## src/adc_sync_port_map.svh

```systemverilog
`ifndef ADC_SYNC_PORT_MAP_SVH
`define ADC_SYNC_PORT_MAP_SVH

// ----------------------------------------------------------------------
// host word layout
// ----------------------------------------------------------------------
`define BUS_WIDTH 12
`define REG_WIDTH 10
`define REG_SEL_LSB 10
`define REG_SEL_A 2'h0
`define REG_SEL_B 2'h1

// ----------------------------------------------------------------------
// reset values
// ----------------------------------------------------------------------
`define CONTROL_WORD_A_RESET 10'h020
`define CONTROL_WORD_B_RESET 10'h030

// ----------------------------------------------------------------------
// field positions
// ----------------------------------------------------------------------
`define CWA_POWER_DOWN_BIT 2
`define CWA_CHSEL_LSB 3
`define CWA_DIFF_LSB 5
`define CWB_DEVICE_RESET_BIT 0
`define CWB_MARKER_RESET_BIT 1
`define CWB_READBACK_BIT 9
`define READBACK_MARKER_BIT 4
`define TEN_BIT_SHIFT 2

// ----------------------------------------------------------------------
// timing
// ----------------------------------------------------------------------
`define CLOCK_HZ 10000000
`define CONV_CLOCK_MIN_HZ 100000
`define CONV_PERIOD_MAX_CYCLES (`CLOCK_HZ / `CONV_CLOCK_MIN_HZ)

`endif

```

## src/adc_sync_port_pkg.sv

```systemverilog
package adc_sync_port_pkg;

  // ----------------------------------------------------------------------
  // host bus phase
  // ----------------------------------------------------------------------
  typedef enum logic [1:0] {
    phase_idle = 2'b00,
    phase_read = 2'b01,
    phase_write = 2'b10
  } bus_phase_type;

  typedef logic [1:0] channel_index_type;

endpackage : adc_sync_port_pkg

```

## src/adc_channel_sync_host_port.sv

```systemverilog
`timescale 1ns/1ps
`include "adc_sync_port_map.svh"

module adc_channel_sync_host_port #(
  parameter bit ten_bit_variant = 1'b0,
  parameter bit two_input_variant = 1'b0
) (
  input wire logic clock,
  input wire logic rst_b,
  input wire logic conversion_clock,
  input wire logic read_strobe_b,
  input wire logic write_strobe_b,
  input wire logic chip_select_low_active,
  input wire logic chip_select_high_active,
  input wire logic [`BUS_WIDTH-1:0] data_in,
  input wire logic [`BUS_WIDTH-1:0] sample_ch1,
  input wire logic [`BUS_WIDTH-1:0] sample_ch2,
  input wire logic [`BUS_WIDTH-1:0] sample_ch3,
  input wire logic [`BUS_WIDTH-1:0] sample_ch4,
  output logic [`BUS_WIDTH-1:0] data_out,
  output logic data_oe,
  output logic channel_one_marker_b,
  output logic [`REG_WIDTH-1:0] control_word_a,
  output logic [`REG_WIDTH-1:0] control_word_b
);

  // ----------------------------------------------------------------------
  // reset release
  // ----------------------------------------------------------------------
  logic rst_stage_reg;
  logic rst_n_sync;

  // two flops so every register leaves reset on the same edge
  // the raw pin asserts at once; only the release is retimed
  always_ff @(posedge clock or negedge rst_b) begin
    if (!rst_b) begin
      rst_stage_reg <= 1'b0;
      rst_n_sync <= 1'b0;
    end else begin
      rst_stage_reg <= 1'b1;
      rst_n_sync <= rst_stage_reg;
    end
  end

  // ----------------------------------------------------------------------
  // pin synchronisers
  // ----------------------------------------------------------------------
  logic conv_level;
  logic read_b_level;
  logic write_b_level;
  logic cs_low_level;
  logic cs_high_level;
  logic [`BUS_WIDTH-1:0] data_level;

  pin_sync #(.width(1), .init(1'b0)) sync_conv (
    .clock(clock),
    .rst_n_sync(rst_n_sync),
    .pin(conversion_clock),
    .level(conv_level)
  );

  pin_sync #(.width(1), .init(1'b1)) sync_read (
    .clock(clock),
    .rst_n_sync(rst_n_sync),
    .pin(read_strobe_b),
    .level(read_b_level)
  );

  pin_sync #(.width(1), .init(1'b1)) sync_write (
    .clock(clock),
    .rst_n_sync(rst_n_sync),
    .pin(write_strobe_b),
    .level(write_b_level)
  );

  pin_sync #(.width(1), .init(1'b1)) sync_cs_low (
    .clock(clock),
    .rst_n_sync(rst_n_sync),
    .pin(chip_select_low_active),
    .level(cs_low_level)
  );

  pin_sync #(.width(1), .init(1'b0)) sync_cs_high (
    .clock(clock),
    .rst_n_sync(rst_n_sync),
    .pin(chip_select_high_active),
    .level(cs_high_level)
  );

  // data travels with the strobes, so both arrive with equal latency
  pin_sync #(.width(`BUS_WIDTH), .init('0)) sync_data (
    .clock(clock),
    .rst_n_sync(rst_n_sync),
    .pin(data_in),
    .level(data_level)
  );

  // ----------------------------------------------------------------------
  // state
  // ----------------------------------------------------------------------
  // the pointer counts reads, not conversion edges
  adc_sync_port_pkg::bus_phase_type phase_reg;
  adc_sync_port_pkg::bus_phase_type phase_next;
  adc_sync_port_pkg::channel_index_type read_ptr_reg;
  adc_sync_port_pkg::channel_index_type read_ptr_next;
  logic conv_prev_reg;
  logic resync_pending_reg;
  logic readback_sel_reg;
  logic [`BUS_WIDTH-1:0] write_word_reg;

  // ----------------------------------------------------------------------
  // strobe decode
  // ----------------------------------------------------------------------
  wire chip_selected = !cs_low_level && cs_high_level;
  wire read_active = chip_selected && !read_b_level;
  wire write_active = chip_selected && !write_b_level;
  wire read_start = (phase_reg == adc_sync_port_pkg::phase_idle) && read_active;
  wire write_start = (phase_reg == adc_sync_port_pkg::phase_idle) && write_active && !read_active;
  wire read_end = (phase_reg == adc_sync_port_pkg::phase_read) && !read_active;
  wire write_end = (phase_reg == adc_sync_port_pkg::phase_write) && !write_active;

  // the conversion clock only paces; no start pulse is derived from it
  wire conv_fall = conv_prev_reg && !conv_level;

  // ----------------------------------------------------------------------
  // channel configuration
  // ----------------------------------------------------------------------
  wire [1:0] chan_sel = control_word_a[`CWA_CHSEL_LSB +: 2];
  wire diff_mode = |control_word_a[`CWA_DIFF_LSB +: 2];

  // differential pairs halve the channel count, as does a two-input part
  wire [1:0] last_se = two_input_variant ? {1'b0, chan_sel[0]} : chan_sel;
  wire [1:0] last_diff = two_input_variant ? 2'h0 : {1'b0, chan_sel[0]};
  wire [1:0] last_index = diff_mode ? last_diff : last_se;
  wire multi_channel = last_index != 2'h0;
  wire readback_on = control_word_b[`CWB_READBACK_BIT];

  // ----------------------------------------------------------------------
  // write decode
  // ----------------------------------------------------------------------
  wire [1:0] write_sel = write_word_reg[`REG_SEL_LSB +: 2];
  wire [`REG_WIDTH-1:0] write_value = write_word_reg[`REG_WIDTH-1:0];
  wire write_a = write_end && (write_sel == `REG_SEL_A);
  wire write_b = write_end && (write_sel == `REG_SEL_B);
  wire device_reset = write_b && write_value[`CWB_DEVICE_RESET_BIT];
  wire marker_reset_req = write_b && write_value[`CWB_MARKER_RESET_BIT];

  // ----------------------------------------------------------------------
  // read data selection
  // ----------------------------------------------------------------------
  wire [`REG_WIDTH-1:0] readback_reg = readback_sel_reg ? control_word_b : control_word_a;
  wire [`BUS_WIDTH-1:0] readback_wide = {2'h0, readback_reg};
  wire [`BUS_WIDTH-1:0] readback_shift = ten_bit_variant ?
                                         (readback_wide >> `TEN_BIT_SHIFT) :
                                         readback_wide;
  wire [`BUS_WIDTH-1:0] readback_word = readback_shift |
                                        (`BUS_WIDTH'(1) << `READBACK_MARKER_BIT);
  wire [`BUS_WIDTH-1:0] sample_word = (read_ptr_reg == 2'h0) ? sample_ch1 :
                                      (read_ptr_reg == 2'h1) ? sample_ch2 :
                                      (read_ptr_reg == 2'h2) ? sample_ch3 :
                                      sample_ch4;
  wire [`BUS_WIDTH-1:0] read_word = readback_on ? readback_word : sample_word;

  // ----------------------------------------------------------------------
  // bus phase
  // ----------------------------------------------------------------------
  // one access at a time; a read beats a write seen in the same cycle
  always_comb begin
    phase_next = phase_reg;
    unique case (phase_reg)
      adc_sync_port_pkg::phase_idle: begin
        if (read_start) begin
          phase_next = adc_sync_port_pkg::phase_read;
        end else if (write_start) begin
          phase_next = adc_sync_port_pkg::phase_write;
        end
      end
      adc_sync_port_pkg::phase_read: begin
        if (read_end) begin
          phase_next = adc_sync_port_pkg::phase_idle;
        end
      end
      adc_sync_port_pkg::phase_write: begin
        if (write_end) begin
          phase_next = adc_sync_port_pkg::phase_idle;
        end
      end
      default: begin
        phase_next = adc_sync_port_pkg::phase_idle;
      end
    endcase
  end

  // conversion clock history rides with the phase register
  always_ff @(posedge clock or negedge rst_n_sync) begin
    if (!rst_n_sync) begin
      phase_reg <= adc_sync_port_pkg::phase_idle;
      conv_prev_reg <= 1'b0;
    end else begin
      phase_reg <= phase_next;
      conv_prev_reg <= conv_level;
    end
  end

  // ----------------------------------------------------------------------
  // write capture and control words
  // ----------------------------------------------------------------------
  // the word is sampled while the strobe is low and acted on at release
  always_ff @(posedge clock or negedge rst_n_sync) begin
    if (!rst_n_sync) begin
      write_word_reg <= '0;
    end else if (phase_reg == adc_sync_port_pkg::phase_write && write_active) begin
      write_word_reg <= data_level;
    end else if (write_start) begin
      write_word_reg <= data_level;
    end
  end

  // the device reset bit reloads defaults and is not kept itself
  always_ff @(posedge clock or negedge rst_n_sync) begin
    if (!rst_n_sync) begin
      control_word_a <= `CONTROL_WORD_A_RESET;
      control_word_b <= `CONTROL_WORD_B_RESET;
    end else if (device_reset) begin
      control_word_a <= `CONTROL_WORD_A_RESET;
      control_word_b <= `CONTROL_WORD_B_RESET;
    end else if (write_a) begin
      control_word_a <= write_value;
    end else if (write_b) begin
      control_word_b <= write_value;
    end
  end

  // ----------------------------------------------------------------------
  // marker realignment request
  // ----------------------------------------------------------------------
  // a request landing on the consuming edge survives: set beats clear
  always_ff @(posedge clock or negedge rst_n_sync) begin
    if (!rst_n_sync) begin
      resync_pending_reg <= 1'b0;
    end else if (marker_reset_req) begin
      resync_pending_reg <= 1'b1;
    end else if (conv_fall) begin
      resync_pending_reg <= 1'b0;
    end
  end

  // ----------------------------------------------------------------------
  // channel pointer
  // ----------------------------------------------------------------------
  // the pointer follows reads, so a missed or doubled read slips it
  always_comb begin
    read_ptr_next = read_ptr_reg;
    if (conv_fall && resync_pending_reg) begin
      read_ptr_next = 2'h0;
    end else if (read_end && !readback_on) begin
      if (read_ptr_reg >= last_index) begin
        read_ptr_next = 2'h0;
      end else begin
        read_ptr_next = read_ptr_reg + 2'h1;
      end
    end
  end

  always_ff @(posedge clock or negedge rst_n_sync) begin
    if (!rst_n_sync) begin
      read_ptr_reg <= 2'h0;
    end else begin
      read_ptr_reg <= read_ptr_next;
    end
  end

  // ----------------------------------------------------------------------
  // readback sequencing
  // ----------------------------------------------------------------------
  // any control_word_b write restarts the pair at control_word_a
  always_ff @(posedge clock or negedge rst_n_sync) begin
    if (!rst_n_sync) begin
      readback_sel_reg <= 1'b0;
    end else if (write_b) begin
      readback_sel_reg <= 1'b0;
    end else if (read_end && readback_on) begin
      readback_sel_reg <= !readback_sel_reg;
    end
  end

  // ----------------------------------------------------------------------
  // channel one marker
  // ----------------------------------------------------------------------
  // in multi-channel sample mode updated only on falling edges so the low lasts a whole period
  wire marker_low_now = multi_channel && (read_ptr_next == 2'h0);

  always_ff @(posedge clock or negedge rst_n_sync) begin
    if (!rst_n_sync) begin
      channel_one_marker_b <= 1'b1;
    end else if (readback_on) begin
      channel_one_marker_b <= 1'b0;
    end else if (!multi_channel) begin
      channel_one_marker_b <= 1'b1;
    end else if (conv_fall) begin
      channel_one_marker_b <= !marker_low_now;
    end
  end

  // ----------------------------------------------------------------------
  // data bus drive
  // ----------------------------------------------------------------------
  // word is frozen at strobe start so it cannot change under the host
  always_ff @(posedge clock or negedge rst_n_sync) begin
    if (!rst_n_sync) begin
      data_out <= '0;
      data_oe <= 1'b0;
    end else if (read_start) begin
      data_out <= read_word;
      data_oe <= 1'b1;
    end else if (read_end) begin
      data_oe <= 1'b0;
    end
  end

endmodule : adc_channel_sync_host_port

```

## src/pin_sync.sv

```systemverilog
`timescale 1ns/1ps

// ----------------------------------------------------------------------
// three-stage pin synchroniser
// ----------------------------------------------------------------------
module pin_sync #(
  parameter int width = 1,
  parameter logic [width-1:0] init = '0
) (
  input wire logic clock,
  input wire logic rst_n_sync,
  input wire logic [width-1:0] pin,
  output logic [width-1:0] level
);

  logic [width-1:0] stage1_reg;
  logic [width-1:0] stage2_reg;
  logic [width-1:0] stage3_reg;
  logic [width-1:0] level_next;

  // per bit: take the agreed value, hold where the two stages still differ
  assign level_next = (stage2_reg & stage3_reg) | (level & (stage2_reg ^ stage3_reg));

  // stage1 is read by stage2 alone to keep metastability contained
  always_ff @(posedge clock or negedge rst_n_sync) begin
    if (!rst_n_sync) begin
      stage1_reg <= init;
      stage2_reg <= init;
      stage3_reg <= init;
      level <= init;
    end else begin
      stage1_reg <= pin;
      stage2_reg <= stage1_reg;
      stage3_reg <= stage2_reg;
      level <= level_next;
    end
  end

endmodule : pin_sync

```

## config.mk

```make
export PLATFORM = sky130hd
export DESIGN_NAME = adc_channel_sync_host_port
export DESIGN_NICKNAME = d
export VERILOG_FILES = /design/src/adc_sync_port_pkg.sv /design/src/adc_channel_sync_host_port.sv /design/src/pin_sync.sv
export VERILOG_INCLUDE_DIRS = /design/src
export SDC_FILE = /design/constraint.sdc
export NUM_CORES = 1
export LEC_CHECK = 0
export BUFFER_PORTS_ARGS = -buffer_cell sky130_fd_sc_hd__buf_2
export CAP_MARGIN = 25
export CORE_MARGIN = 2
export CORE_UTILIZATION = 45
export DETAILED_ROUTE_END_ITERATION = 10
export PLACE_DENSITY = 0.67
export SLEW_MARGIN = 20
export SYNTH_ARGS = -nofsm -noshare
export SYNTH_HDL_FRONTEND = slang
export SYNTH_SLANG_ARGS = --single-unit
```

## constraint.sdc

```tcl
create_clock -name clock -period 9.1 [get_ports clock]
set_input_delay 0.455 -clock clock [delete_from_list [all_inputs] [get_ports clock]]
set_output_delay 0.455 -clock clock [all_outputs]
set_load 0.05 [all_outputs]
```

==> flow_summary_export.csv, run 1 <==
group,metric,value,unit
timing,min_period,2120,ps
cts,htree_num_levels,4,
global_route,grt_max_degree,74,
layout,area_growth,25.0,%
critical_path,cpPeakStageDelay,770,ps
synthesis,ys_seq_area_share,64.3,%
synthesis,syn_area,0.00482,mm^2
run,timing.max_cap.violations,0,
cts,holdBufCountCts,1,
placed_design,dp_hpwl,6590,um
routing,viasPerCell,5.05,
floorplan,die-width,108,um
cts,cts.repair.resized,0,
synthesis,synth_area_leader_cell,"dfrtp_1",
timing,hold_viol,0,
synthesis,synth_top_family_by_area,"compound AO/OA/AOI/OAI gates",
cts,postCtsSetupRepairBufs,0,
pwr,p_per_area,340,mW/mm^2
critical_path,endpoint_kind,"primary output",
layout,fin_area,0.00602,mm^2
worst_hold_path,hold_path_class,"in2reg",
synthesis,syn_area_per_cell,12.8,um^2
critical_path,path_delay_family,"flip-flops",
pwr,p_leak,2.97,nW
synthesis,yosys.area_share.simple,8.18,%
synthesis,yosys_most_used_dff,"dfrtp_1",
timing,setup_viol,0,
cts,clk_pin_slew,50,ps
floorplan,dieArea,0.0116,mm^2
synthesis,syn-num-nets,467,
routing,drtIter0Drc,215,
global_route,antenna_found_initial,0,
synthesis,ys_ff_latch,123,
timing,setup_tns,0,ps
synthesis,syn_inst,378,
cts,cts_buffers,17,
timing,fin_hold_ws,44.0,ps
timing,drv_slew,0,
global_route,first_global_vias,3267,
routing,wl,9450,um
synthesis,muxShareOfSynthArea,5.63,%
critical_path,worstSetupPathType,"reg2out",
synthesis,synth.distinct_cells,42,
synthesis,synth.area.top_cells,"dfrtp_1 56%, dfstp_2 8.7%, ha_1 5.7%",
timing,finalClockSkew,7.98,ps
routing,vias,3198,
floorplan,ios,101,
layout,diodes,0,
floorplan,start_util,46.5,%
layout,fin_util,58.1,%
placed_design,io_buffers,100,
global_route,grt_usage,17.8,%
critical_path,cp.arrival,1660,ps
critical_path,path_cells,"buf_2",
pwr,peakVddDrop,0.000147,V
pwr,p_total,2.05,mW
layout,fin_nets,573,
layout,fillers,868,
worst_hold_path,worstHoldStart,"chip_select_low_active",
cts,clockBufferDepth,2,
critical_path,crit_fanout,17,
timing,fmax,472,MHz
critical_path,startpoint,"control_word_b[9]$_DFFE_PN0P_",
synthesis,synth_edf_count,0,
synthesis,synth-async-reset-ratio,100,%
cts,clk_latency,510,ps
routing,ant_nets,0,
critical_path,worst-path-buf-inv,1,
synthesis,ys_warn_count,0,
timing,rsz0062_at_grt,"no",
cts,cts.sinks,123,
routing,drt-pass1-iter-count,4,
routing,wl_per_cell,14.9,um
floorplan,std_cell_rows,37,
placed_design,placed_area,0.00543,mm^2
synthesis,synth-compound-area-share,13.5,%
floorplan,die_y,108,um
cts,cts_root_buf,"clkbuf_8",
placed_design,gp_congestion,0.834,
routing,remaining_drc_errors,0,
outcome,status,"finished clean",
synthesis,synth_top_area_share,55.5,%
critical_path,cp.required,8650,ps
layout,drive_gt1_share,34.8,%
global_route,grt_pass1_wl,15800,um
global_route,grt-ovfl-total,0,
timing,fin_crit_sh,23.3,%
cts,cts_tree,"yes",
timing,worstMarginPinSlew,917,ps
floorplan,core,0.0104,mm^2
critical_path,worst_path_max_delay_cell,"dfrtp_1",
critical_path,worstReg2RegStart,"read_ptr_reg[0]$_DFF_PN0_",
synthesis,synthAdderAreaFrac,5.71,%
timing,max_slew_margin,38.4,%
critical_path,cp-start-kind,"register",
synthesis,synth_xor_area_share,0.182,%
## power breakdown
part	switching, mW	internal (mW)	leakage (nW)
logic	0.420	0.210	1.20
registers	0.0994	0.665	1.48
clock network	0.217	0.435	0.295
## final timing paths
kind | end | slack [ps] | depth (start not counted)
max | control_word_b[9] | 6980 | 1
min | sync_cs_low.stage1_reg$_DFF_PN1_ | 40 | 1
max reg2reg | data_out[9]$_DFFE_PN0P_ | 7040 | 6
min reg2reg | sync_conv.stage2_reg$_DFF_PN0_ | 340 | 0
max in group asynchronous | control_word_b[1]$_DFFE_PN0P_ | 7440 | 1
min in group asynchronous | rst_n_sync$_DFF_PN0_ | 250 | 2
## logic make-up after synthesis
| group | after synthesis |
|---|---|
| simple gates | 84 |
| mux | 24 |
| buf+inv | 25 |
| other cells | 1 |
| xor+xnor | 1 |
| flops | 123 |
| fa+ha+maj | 22 |
| compound gates | 98 |
## layer usage
layer / up-vias / track usage, % / routed length, um
li1: 1546 / - / -
met1: 1511 / 23.1 / 4160
met2: 122 / 27.3 / 4400
met3: 19 / 5.69 / 711
met4: 0 / 8.33 / 176
met5: - / 0 / 0
## through the flow
stage	instances	setup slack (ps)
6_report	633	6980
5_1_grt	633	6910
4_1_cts	633	6980
3_5_place_dp	600	7050
3_3_place_gp	600	7130
2_1_floorplan	378	5450
## synthesized netlist by cell type (2+ instances only)
library cell	number
clkbuf_1	8
buf_6	2
a31oi_1	2
mux2_2	13
ha_1	22
mux2_4	3
o211ai_1	2
o21ai_0	33
o22ai_1	9
nand2b_1	3
a211oi_1	4
nor2_1	20
a21oi_1	10
and2_1	2
buf_2	6
mux2i_1	8
a21o_1	17
a22o_1	9
dfstp_2	16
nand2_1	44
nor3_1	3
inv_1	9
o2111ai_1	3
o41ai_2	2
dfrtp_1	107
a211o_1	2
nor2b_1	4
## area by class of cell
class | count | area, um^2 | share of cell area [%]
Multi-Input combinational cell | 230 | 1610 | 26.7
Timing Repair Buffer | 103 | 526 | 8.72
Clock inverter | 9 | 120 | 1.99
Inverter | 9 | 33.8 | 0.561
Tap cell | 136 | 170 | 2.82
Sequential cell | 123 | 3100 | 51.5
Clock buffer | 23 | 467 | 7.75
## placed cells by master, fill, tap and decap left out, types with 3 or more instances in the layout
| cell | count |
|---|---|
| a211oi_1 | 4 |
| a21o_1 | 17 |
| a21oi_1 | 10 |
| a22o_1 | 9 |
| buf_2 | 100 |
| bufinv_16 | 3 |
| clkbuf_1 | 3 |
| clkbuf_16 | 16 |
| clkbuf_8 | 4 |
| clkinv_2 | 6 |
| dfrtp_1 | 106 |
| dfstp_2 | 16 |
| ha_1 | 22 |
| inv_1 | 9 |
| mux2_2 | 13 |
| mux2_4 | 3 |
| mux2i_1 | 8 |
| nand2_1 | 44 |
| nand2b_1 | 3 |
| nor2_1 | 20 |
| nor2b_1 | 4 |
| nor3_1 | 3 |
| o2111ai_1 | 3 |
| o21ai_0 | 33 |
| o22ai_1 | 9 |
Power figures use the tool's default switching activity.
==> run 2, diff against run 1 <==
Settings changed: ABC_AREA set to 1.
Clock period 9.1 ns to 2.15 ns, I/O delays scaled along.
==> run 2 against run 1 <==
  * Synthesized cell count grew 25%
  * Worst setup slack worse by 6700 ps
  * Die area up 0.95%
  * Cell area rose by 7.6%
  * Wire length is 14% higher
  * Critical endpoint is now data_out[0]$_DFFE_PN0P_
  * Cell count increased by 21%
==> flow_summary_export.csv, run 2 <==
group,metric,value,unit
outcome,status,"finished clean",
layout,layout_commonest_cell,"dfrtp_1",
critical_path,crit_fanout,24,
pwr,clkPwrFrac,31.0,%
timing,fmax,546,MHz
cts,clk_latency,510,ps
critical_path,worst-path-buf-inv,1,
floorplan,die_y,108,um
pwr,p_int,5.59,mW
global_route,grt_max_degree,52,
routing,wl,10800,um
pwr,comb_power_share,33.6,%
synthesis,ys_warn_count,0,
cts,clockBufferDepth,2,
routing,dr_wl_met2,5150,um
synthesis,synth.distinct_cells,31,
routing,top_layer_used,"met4",
synthesis,ys_seq_area_share,63.6,%
critical_path,worst_path_max_delay_cell,"ha_1",
critical_path,r2r-end,"data_out[0]$_DFFE_PN0P_",
floorplan,core,0.0104,mm^2
layout,drive_gt1_share,26.7,%
critical_path,worstReg2RegStart,"read_ptr_reg[1]$_DFF_PN0_",
pwr,p_sw,3.49,mW
floorplan,die-width,108,um
critical_path,cpPeakStageDelay,610,ps
critical_path,worstSetupPathType,"reg2reg",
synthesis,yosys_most_used_dff,"dfrtp_1",
pwr,p_total,9.07,mW
critical_path,path_cells,"inv_1 -> ha_1 -> o21ai_0 -> o21ai_0 -> a21oi_1",
timing,fin_hold_ws,21.9,ps
synthesis,ys_ff_latch,123,
routing,viasPerCell,4.84,
global_route,grt_pass1_wl,17600,um
worst_hold_path,hold_path_class,"in2reg",
routing,vias,3707,
global_route,antenna_found_initial,0,
synthesis,yosysMostFrequentCell,"dfrtp_1",
critical_path,startpoint,"read_ptr_reg[1]$_DFF_PN0_",
timing,setup_tns,0,ps
critical_path,cp.arrival,2210,ps
placed_design,dp_hpwl,7570,um
pwr,peakVddDrop,0.000777,V
timing,drv_slew,0,
floorplan,std_cell_rows,37,
layout,area_growth,33.1,%
critical_path,path_depth,5,
timing,setup_viol,0,
worst_hold_path,worstHoldStart,"sample_ch2[2]",
cts,postCtsSetupRepairBufs,0,
synthesis,ys_top_cells_by_count,"107 x dfrtp_1, 101 x nand2_1, 48 x nor2_1, 28 x o21ai_0, 27 x inv_1",
cts,clk_pin_slew,60,ps
routing,wl_met3,715,um
cts,cts.sinks,123,
timing,finalClockSkew,7.03,ps
cts,cts_buffers,17,
synthesis,synth-async-reset-ratio,100,%
critical_path,cp.required,2530,ps
routing,drtIter0Drc,278,
layout,diodes,0,
worst_hold_path,hold_depth,5,
floorplan,start_util,46.7,%
layout,multiInputGateArea,0.00157,mm^2
layout,final_cell_mix,"106 x dfrtp_1, 101 x nand2_1, 100 x buf_2",
pwr,p_per_area,1400,mW/mm^2
placed_design,io_buffers,100,
cts,cts_root_buf,"clkbuf_8",
pwr,swShare,38.4,%
synthesis,synth.area.top_cells,"dfrtp_1 55%, dfstp_2 8.6%, nand2_1 7.8%",
global_route,grt-ovfl-total,0,
cts,htree_num_levels,4,
floorplan,dieArea,0.0117,mm^2
synthesis,synth_top_area_share,55.0,%
routing,wl_per_cell,14.1,um
routing,remaining_drc_errors,0,
critical_path,endpoint_kind,"register",
synthesis,synth_area_leader_cell,"dfrtp_1",
routing,wl_met1,4660,um
global_route,grt_usage,19.7,%
critical_path,crit_path_end,"data_out[0]$_DFFE_PN0P_",
synthesis,syn_area_per_cell,10.3,um^2
timing,fin_crit_sh,85.2,%
critical_path,path_delay_family,"adder cells",
timing,max_slew_margin,53.9,%
pwr,seq_power_share,35.4,%
synthesis,synth_edf_count,0,
floorplan,ios,101,
timing,min_period,1830,ps
routing,ant_nets,0,
synthesis,syn_area,0.00487,mm^2
timing,rsz0062_at_grt,"no",
layout,fillers,833,
synthesis,syn_inst,471,
critical_path,cp-start-kind,"register",
timing,worstMarginPinSlew,692,ps
cts,cts_tree,"yes",
critical_path,reg2reg_depth,5,
run,timing.max_cap.violations,0,
routing,drt-pass1-iter-count,4,
global_route,first_global_vias,3730,
layout,seq_area,0.00310,mm^2
layout,fin_nets,706,
timing,hold_viol,0,
critical_path,crit_path_frequent_cell,"o21ai_0",
pwr,p_leak,3.33,nW
critical_path,reg2reg_slack,320,ps
synthesis,syn-num-nets,560,
placed_design,gp_congestion,0.897,
==> run 2: cells by family after synthesis <==
kind of cell / after synthesis / share of synthesized area [%]
other cells: 1 / 0.0770
compound gates: 93 / 10.8
buf+inv: 49 / 4.16
fa+ha+maj: 22 / 5.65
flops: 123 / 63.6
simple gates: 183 / 15.7
==> run 2: power by group through the flow <==
stage / Sequential (mW) / Combinational [mW] / Clock, mW
finish: 3.21 / 3.05 / 2.82
global route: 3.27 / 3.34 / 2.99
CTS: 3.21 / 3.05 / 2.87
detailed placement: 3.25 / 2.98 / 0
global placement: 3.23 / 2.94 / 0
floorplan: 4.12 / 1.27 / 0
==> run 2: worst min path at each step <==
stage	endpoint	slack, ps
global route	data_out[4]$_DFFE_PN0P_	40
global placement	rst_stage_reg$_DFF_PN0_	-110
finish	data_out[2]$_DFFE_PN0P_	20
detailed placement	rst_n_sync$_DFF_PN0_	-100
floorplan	rst_n_sync$_DFF_PN0_	-190
CTS	data_out[2]$_DFFE_PN0P_	3
==> run 2: repair_timing <==
item                                    in CTS  in global routing
endpoints found under the setup margin       0                  0
hold endpoints to repair                    29                  0
resized for setup                            0                  0
hold buffers                                33                  0
==> run 2: cell type report <==
type                       count  share of cell area, %
clock inverter                 7                   1.74
clock buffer                  25                   7.47
timing repair buffer         142                   14.1
tap                          136                   2.63
multi-input combinational    299                   24.3
inverter                      34                   1.97
sequential                   123                   47.9
==> run 2: per-layer routing <==
layer	vias to the layer above	track usage, %
met5	-	0
met2	127	33.4
met4	0	8.52
met3	17	5.85
li1	1832	-
met1	1731	23.3
==> run 2: per-stage QoR <==
stage	instance area [um^2]	worst slack, ps	instances	util (%)
2_1_floorplan	4870	114	471	-
3_3_place_gp	5550	298	701	53.3
3_5_place_dp	5550	297	701	53.3
4_1_cts	6480	285	766	62.2
5_1_grt	6480	124	766	62.2
6_report	6480	319	766	62.2
==> run 2: worst register-to-register path, cell delays in order (launching register included) <==
cell	delay (ps)
dfrtp_1	400
inv_1	110
ha_1	610
o21ai_0	230
o21ai_0	270
a21oi_1	100
==> run 3, diff against run 2 <==
Clock period 2.15 ns to 1.92 ns, I/O delays scaled along.
==> run 3 against run 2 <==
  * Cell area decreased by 0.29%
  * Via count increased by 1.9%
  * Wire length decreased by 1.4%
  * Non-clock buffer count increased by 1
  * Critical path type unchanged
  * Flip-flop and latch count unchanged
  * Sequential power increased by 12%
  * Register-to-register slack got worse by 70 ps
  * Highest routed layer unchanged
==> flow_summary_export.csv, run 3 (synthesized netlist as in run 2, its figures left out) <==
group,metric,value,unit
pwr,p_int,5.91,mW
pwr,p_sw,4.03,mW
timing,setup_ws,248,ps
timing,hold_viol,0,
routing,vias,3778,
run,timing.max_cap.violations,0,
layout,fin_nets,707,
routing,drt-pass1-iter-count,4,
worst_hold_path,hold_depth,5,
global_route,grt_pass1_wl,17700,um
cts,cts.sinks,123,
critical_path,reg2reg_depth,8,
placed_design,dp_cells,703,
placed_design,preCtsSetupSlack,269,ps
critical_path,path_cells,"inv_1 -> ha_1 -> buf_4 -> or2_2 -> o21ai_0 -> o21ai_0 -> o21ai_0 -> a21oi_1",
global_route,antenna_found_initial,0,
critical_path,r2r-end,"data_out[0]$_DFFE_PN0P_",
routing,viasPerCell,4.93,
critical_path,worst-path-buf-inv,2,
layout,area_growth,32.7,%
floorplan,core,0.0104,mm^2
pwr,p_per_area,1540,mW/mm^2
cts,htree_num_levels,4,
layout,final_cells,767,
floorplan,ios,101,
layout,drive_gt1_share,27.6,%
outcome,status,"finished clean",
cts,cts_root_buf,"clkbuf_8",
pwr,p_total,9.95,mW
floorplan,die-width,108,um
cts,clk_latency,500,ps
critical_path,cp.required,2300,ps
pwr,seq_power_share,36.3,%
floorplan,start_util,46.7,%
layout,diodes,0,
global_route,first_global_vias,3830,
timing,finalClockSkew,8.22,ps
worst_hold_path,timing.hold.worst_endpoint,"data_out[2]$_DFFE_PN0P_",
layout,fillers,853,
floorplan,std_cell_rows,37,
critical_path,reg2reg_slack,250,ps
timing,setup_tns,0,ps
timing,worstMarginPinSlew,529,ps
timing,rsz0062_at_grt,"no",
layout,final_cell_mix,"106 x dfrtp_1, 101 x nand2_1, 100 x buf_2",
cts,clockBufferDepth,2,
pwr,clkPwrFrac,29.6,%
critical_path,crit_path_frequent_cell,"o21ai_0",
timing,setup_viol,0,
placed_design,io_buffers,100,
cts,cts_tree,"yes",
floorplan,die_y,108,um
pwr,p_leak,3.32,nW
routing,remaining_drc_errors,0,
timing,fin_hold_ws,12.3,ps
cts,cts_buffers,17,
routing,drtIter0Drc,247,
critical_path,path_delay_family,"compound AO/OA/AOI/OAI gates",
critical_path,cp.arrival,2050,ps
timing,fin_crit_sh,87.1,%
pwr,swShare,40.6,%
critical_path,endpoint_kind,"register",
pwr,comb_power_share,34.1,%
global_route,grt-ovfl-total,0,
critical_path,worstSetupPathType,"reg2reg",
timing,min_period,1670,ps
routing,wl_per_cell,13.9,um
timing,fmax,598,MHz
timing,max_slew_margin,64.8,%
critical_path,worst_path_max_delay_cell,"dfrtp_1",
placed_design,dp_hpwl,7630,um
placed_design,gp_congestion,0.890,
pwr,peakVddDrop,0.000920,V
worst_hold_path,hold_path_class,"in2reg",
global_route,grt_max_degree,39,
routing,ant_nets,0,
critical_path,worstReg2RegStart,"read_ptr_reg[0]$_DFF_PN0_",
cts,clk_pin_slew,60,ps
floorplan,dieArea,0.0117,mm^2
critical_path,cp-start-kind,"register",
critical_path,cpPeakStageDelay,350,ps
timing,drv_slew,0,
critical_path,crit_fanout,12,
layout,layout_commonest_cell,"dfrtp_1",
cts,postCtsSetupRepairBufs,0,
global_route,grt_usage,19.9,%
routing,wl,10600,um
worst_hold_path,worstHoldStart,"sample_ch2[2]",
==> run 3: layout make-up <==
cell class | count | area [um^2] | share of cell area (%)
Sequential cell | 123 | 3100 | 48.0
Multi-Input combinational cell | 299 | 1570 | 24.3
Timing Repair Buffer | 143 | 928 | 14.4
Clock buffer | 18 | 428 | 6.62
Tap cell | 136 | 170 | 2.63
Clock inverter | 14 | 133 | 2.05
Inverter | 34 | 128 | 1.98
==> run 3: metal layers <==
metal  wire length [um]  GRT usage, %  up-vias
met5                  0             0        -
met4                286          8.70        0
met3                671          6.27       25
met2               5130          32.6      136
met1               4540          24.3     1781
li1                   -             -     1836
==> run 3: worst register-to-register path, stage by stage, from the launching register on <==
cell     delay, ps
dfrtp_1        350
inv_1          100
ha_1           220
buf_4          170
or2_2          290
o21ai_0         60
o21ai_0         90
o21ai_0        180
a21oi_1         80
==> run 3: stage by stage <==
step	cell area, um^2	utilization, %
after detailed placement	5580	53.6
after global routing	6460	62.0
final	6460	62.0
after floorplan	4870	-
after CTS	6460	62.0
after global placement	5580	53.6
==> run 3: power by group through the flow <==
stage | sequential [mW] | combinational, mW | clock (mW)
6_report | 3.61 | 3.39 | 2.95
5_1_grt | 3.68 | 3.75 | 3.14
4_1_cts | 3.61 | 3.40 | 3.01
3_5_place_dp | 3.64 | 3.34 | 0
3_3_place_gp | 3.64 | 3.26 | 0
2_1_floorplan | 4.61 | 1.42 | 0
==> run 3: timing repair <==
action | 4_1_cts | 5_1_grt
hold buffers | 32 | 0
hold endpoints to repair | 29 | 0
gates resized for setup | 0 | 0
==> run 3: worst max-delay path by stage <==
| stage | startpoint | end | cells past startpoint |
|---|---|---|---|
| 2_1_floorplan | control_word_a[6]$_DFFE_PN0P_ | channel_one_marker_b$_DFFE_PN1P_ | 10 |
| 3_3_place_gp | read_ptr_reg[0]$_DFF_PN0_ | data_out[0]$_DFFE_PN0P_ | 8 |
| 3_5_place_dp | read_ptr_reg[0]$_DFF_PN0_ | data_out[0]$_DFFE_PN0P_ | 8 |
| 4_1_cts | read_ptr_reg[0]$_DFF_PN0_ | data_out[0]$_DFFE_PN0P_ | 8 |
| 5_1_grt | read_ptr_reg[0]$_DFF_PN0_ | data_out[8]$_DFFE_PN0P_ | 9 |
| 6_report | read_ptr_reg[0]$_DFF_PN0_ | data_out[0]$_DFFE_PN0P_ | 8 |
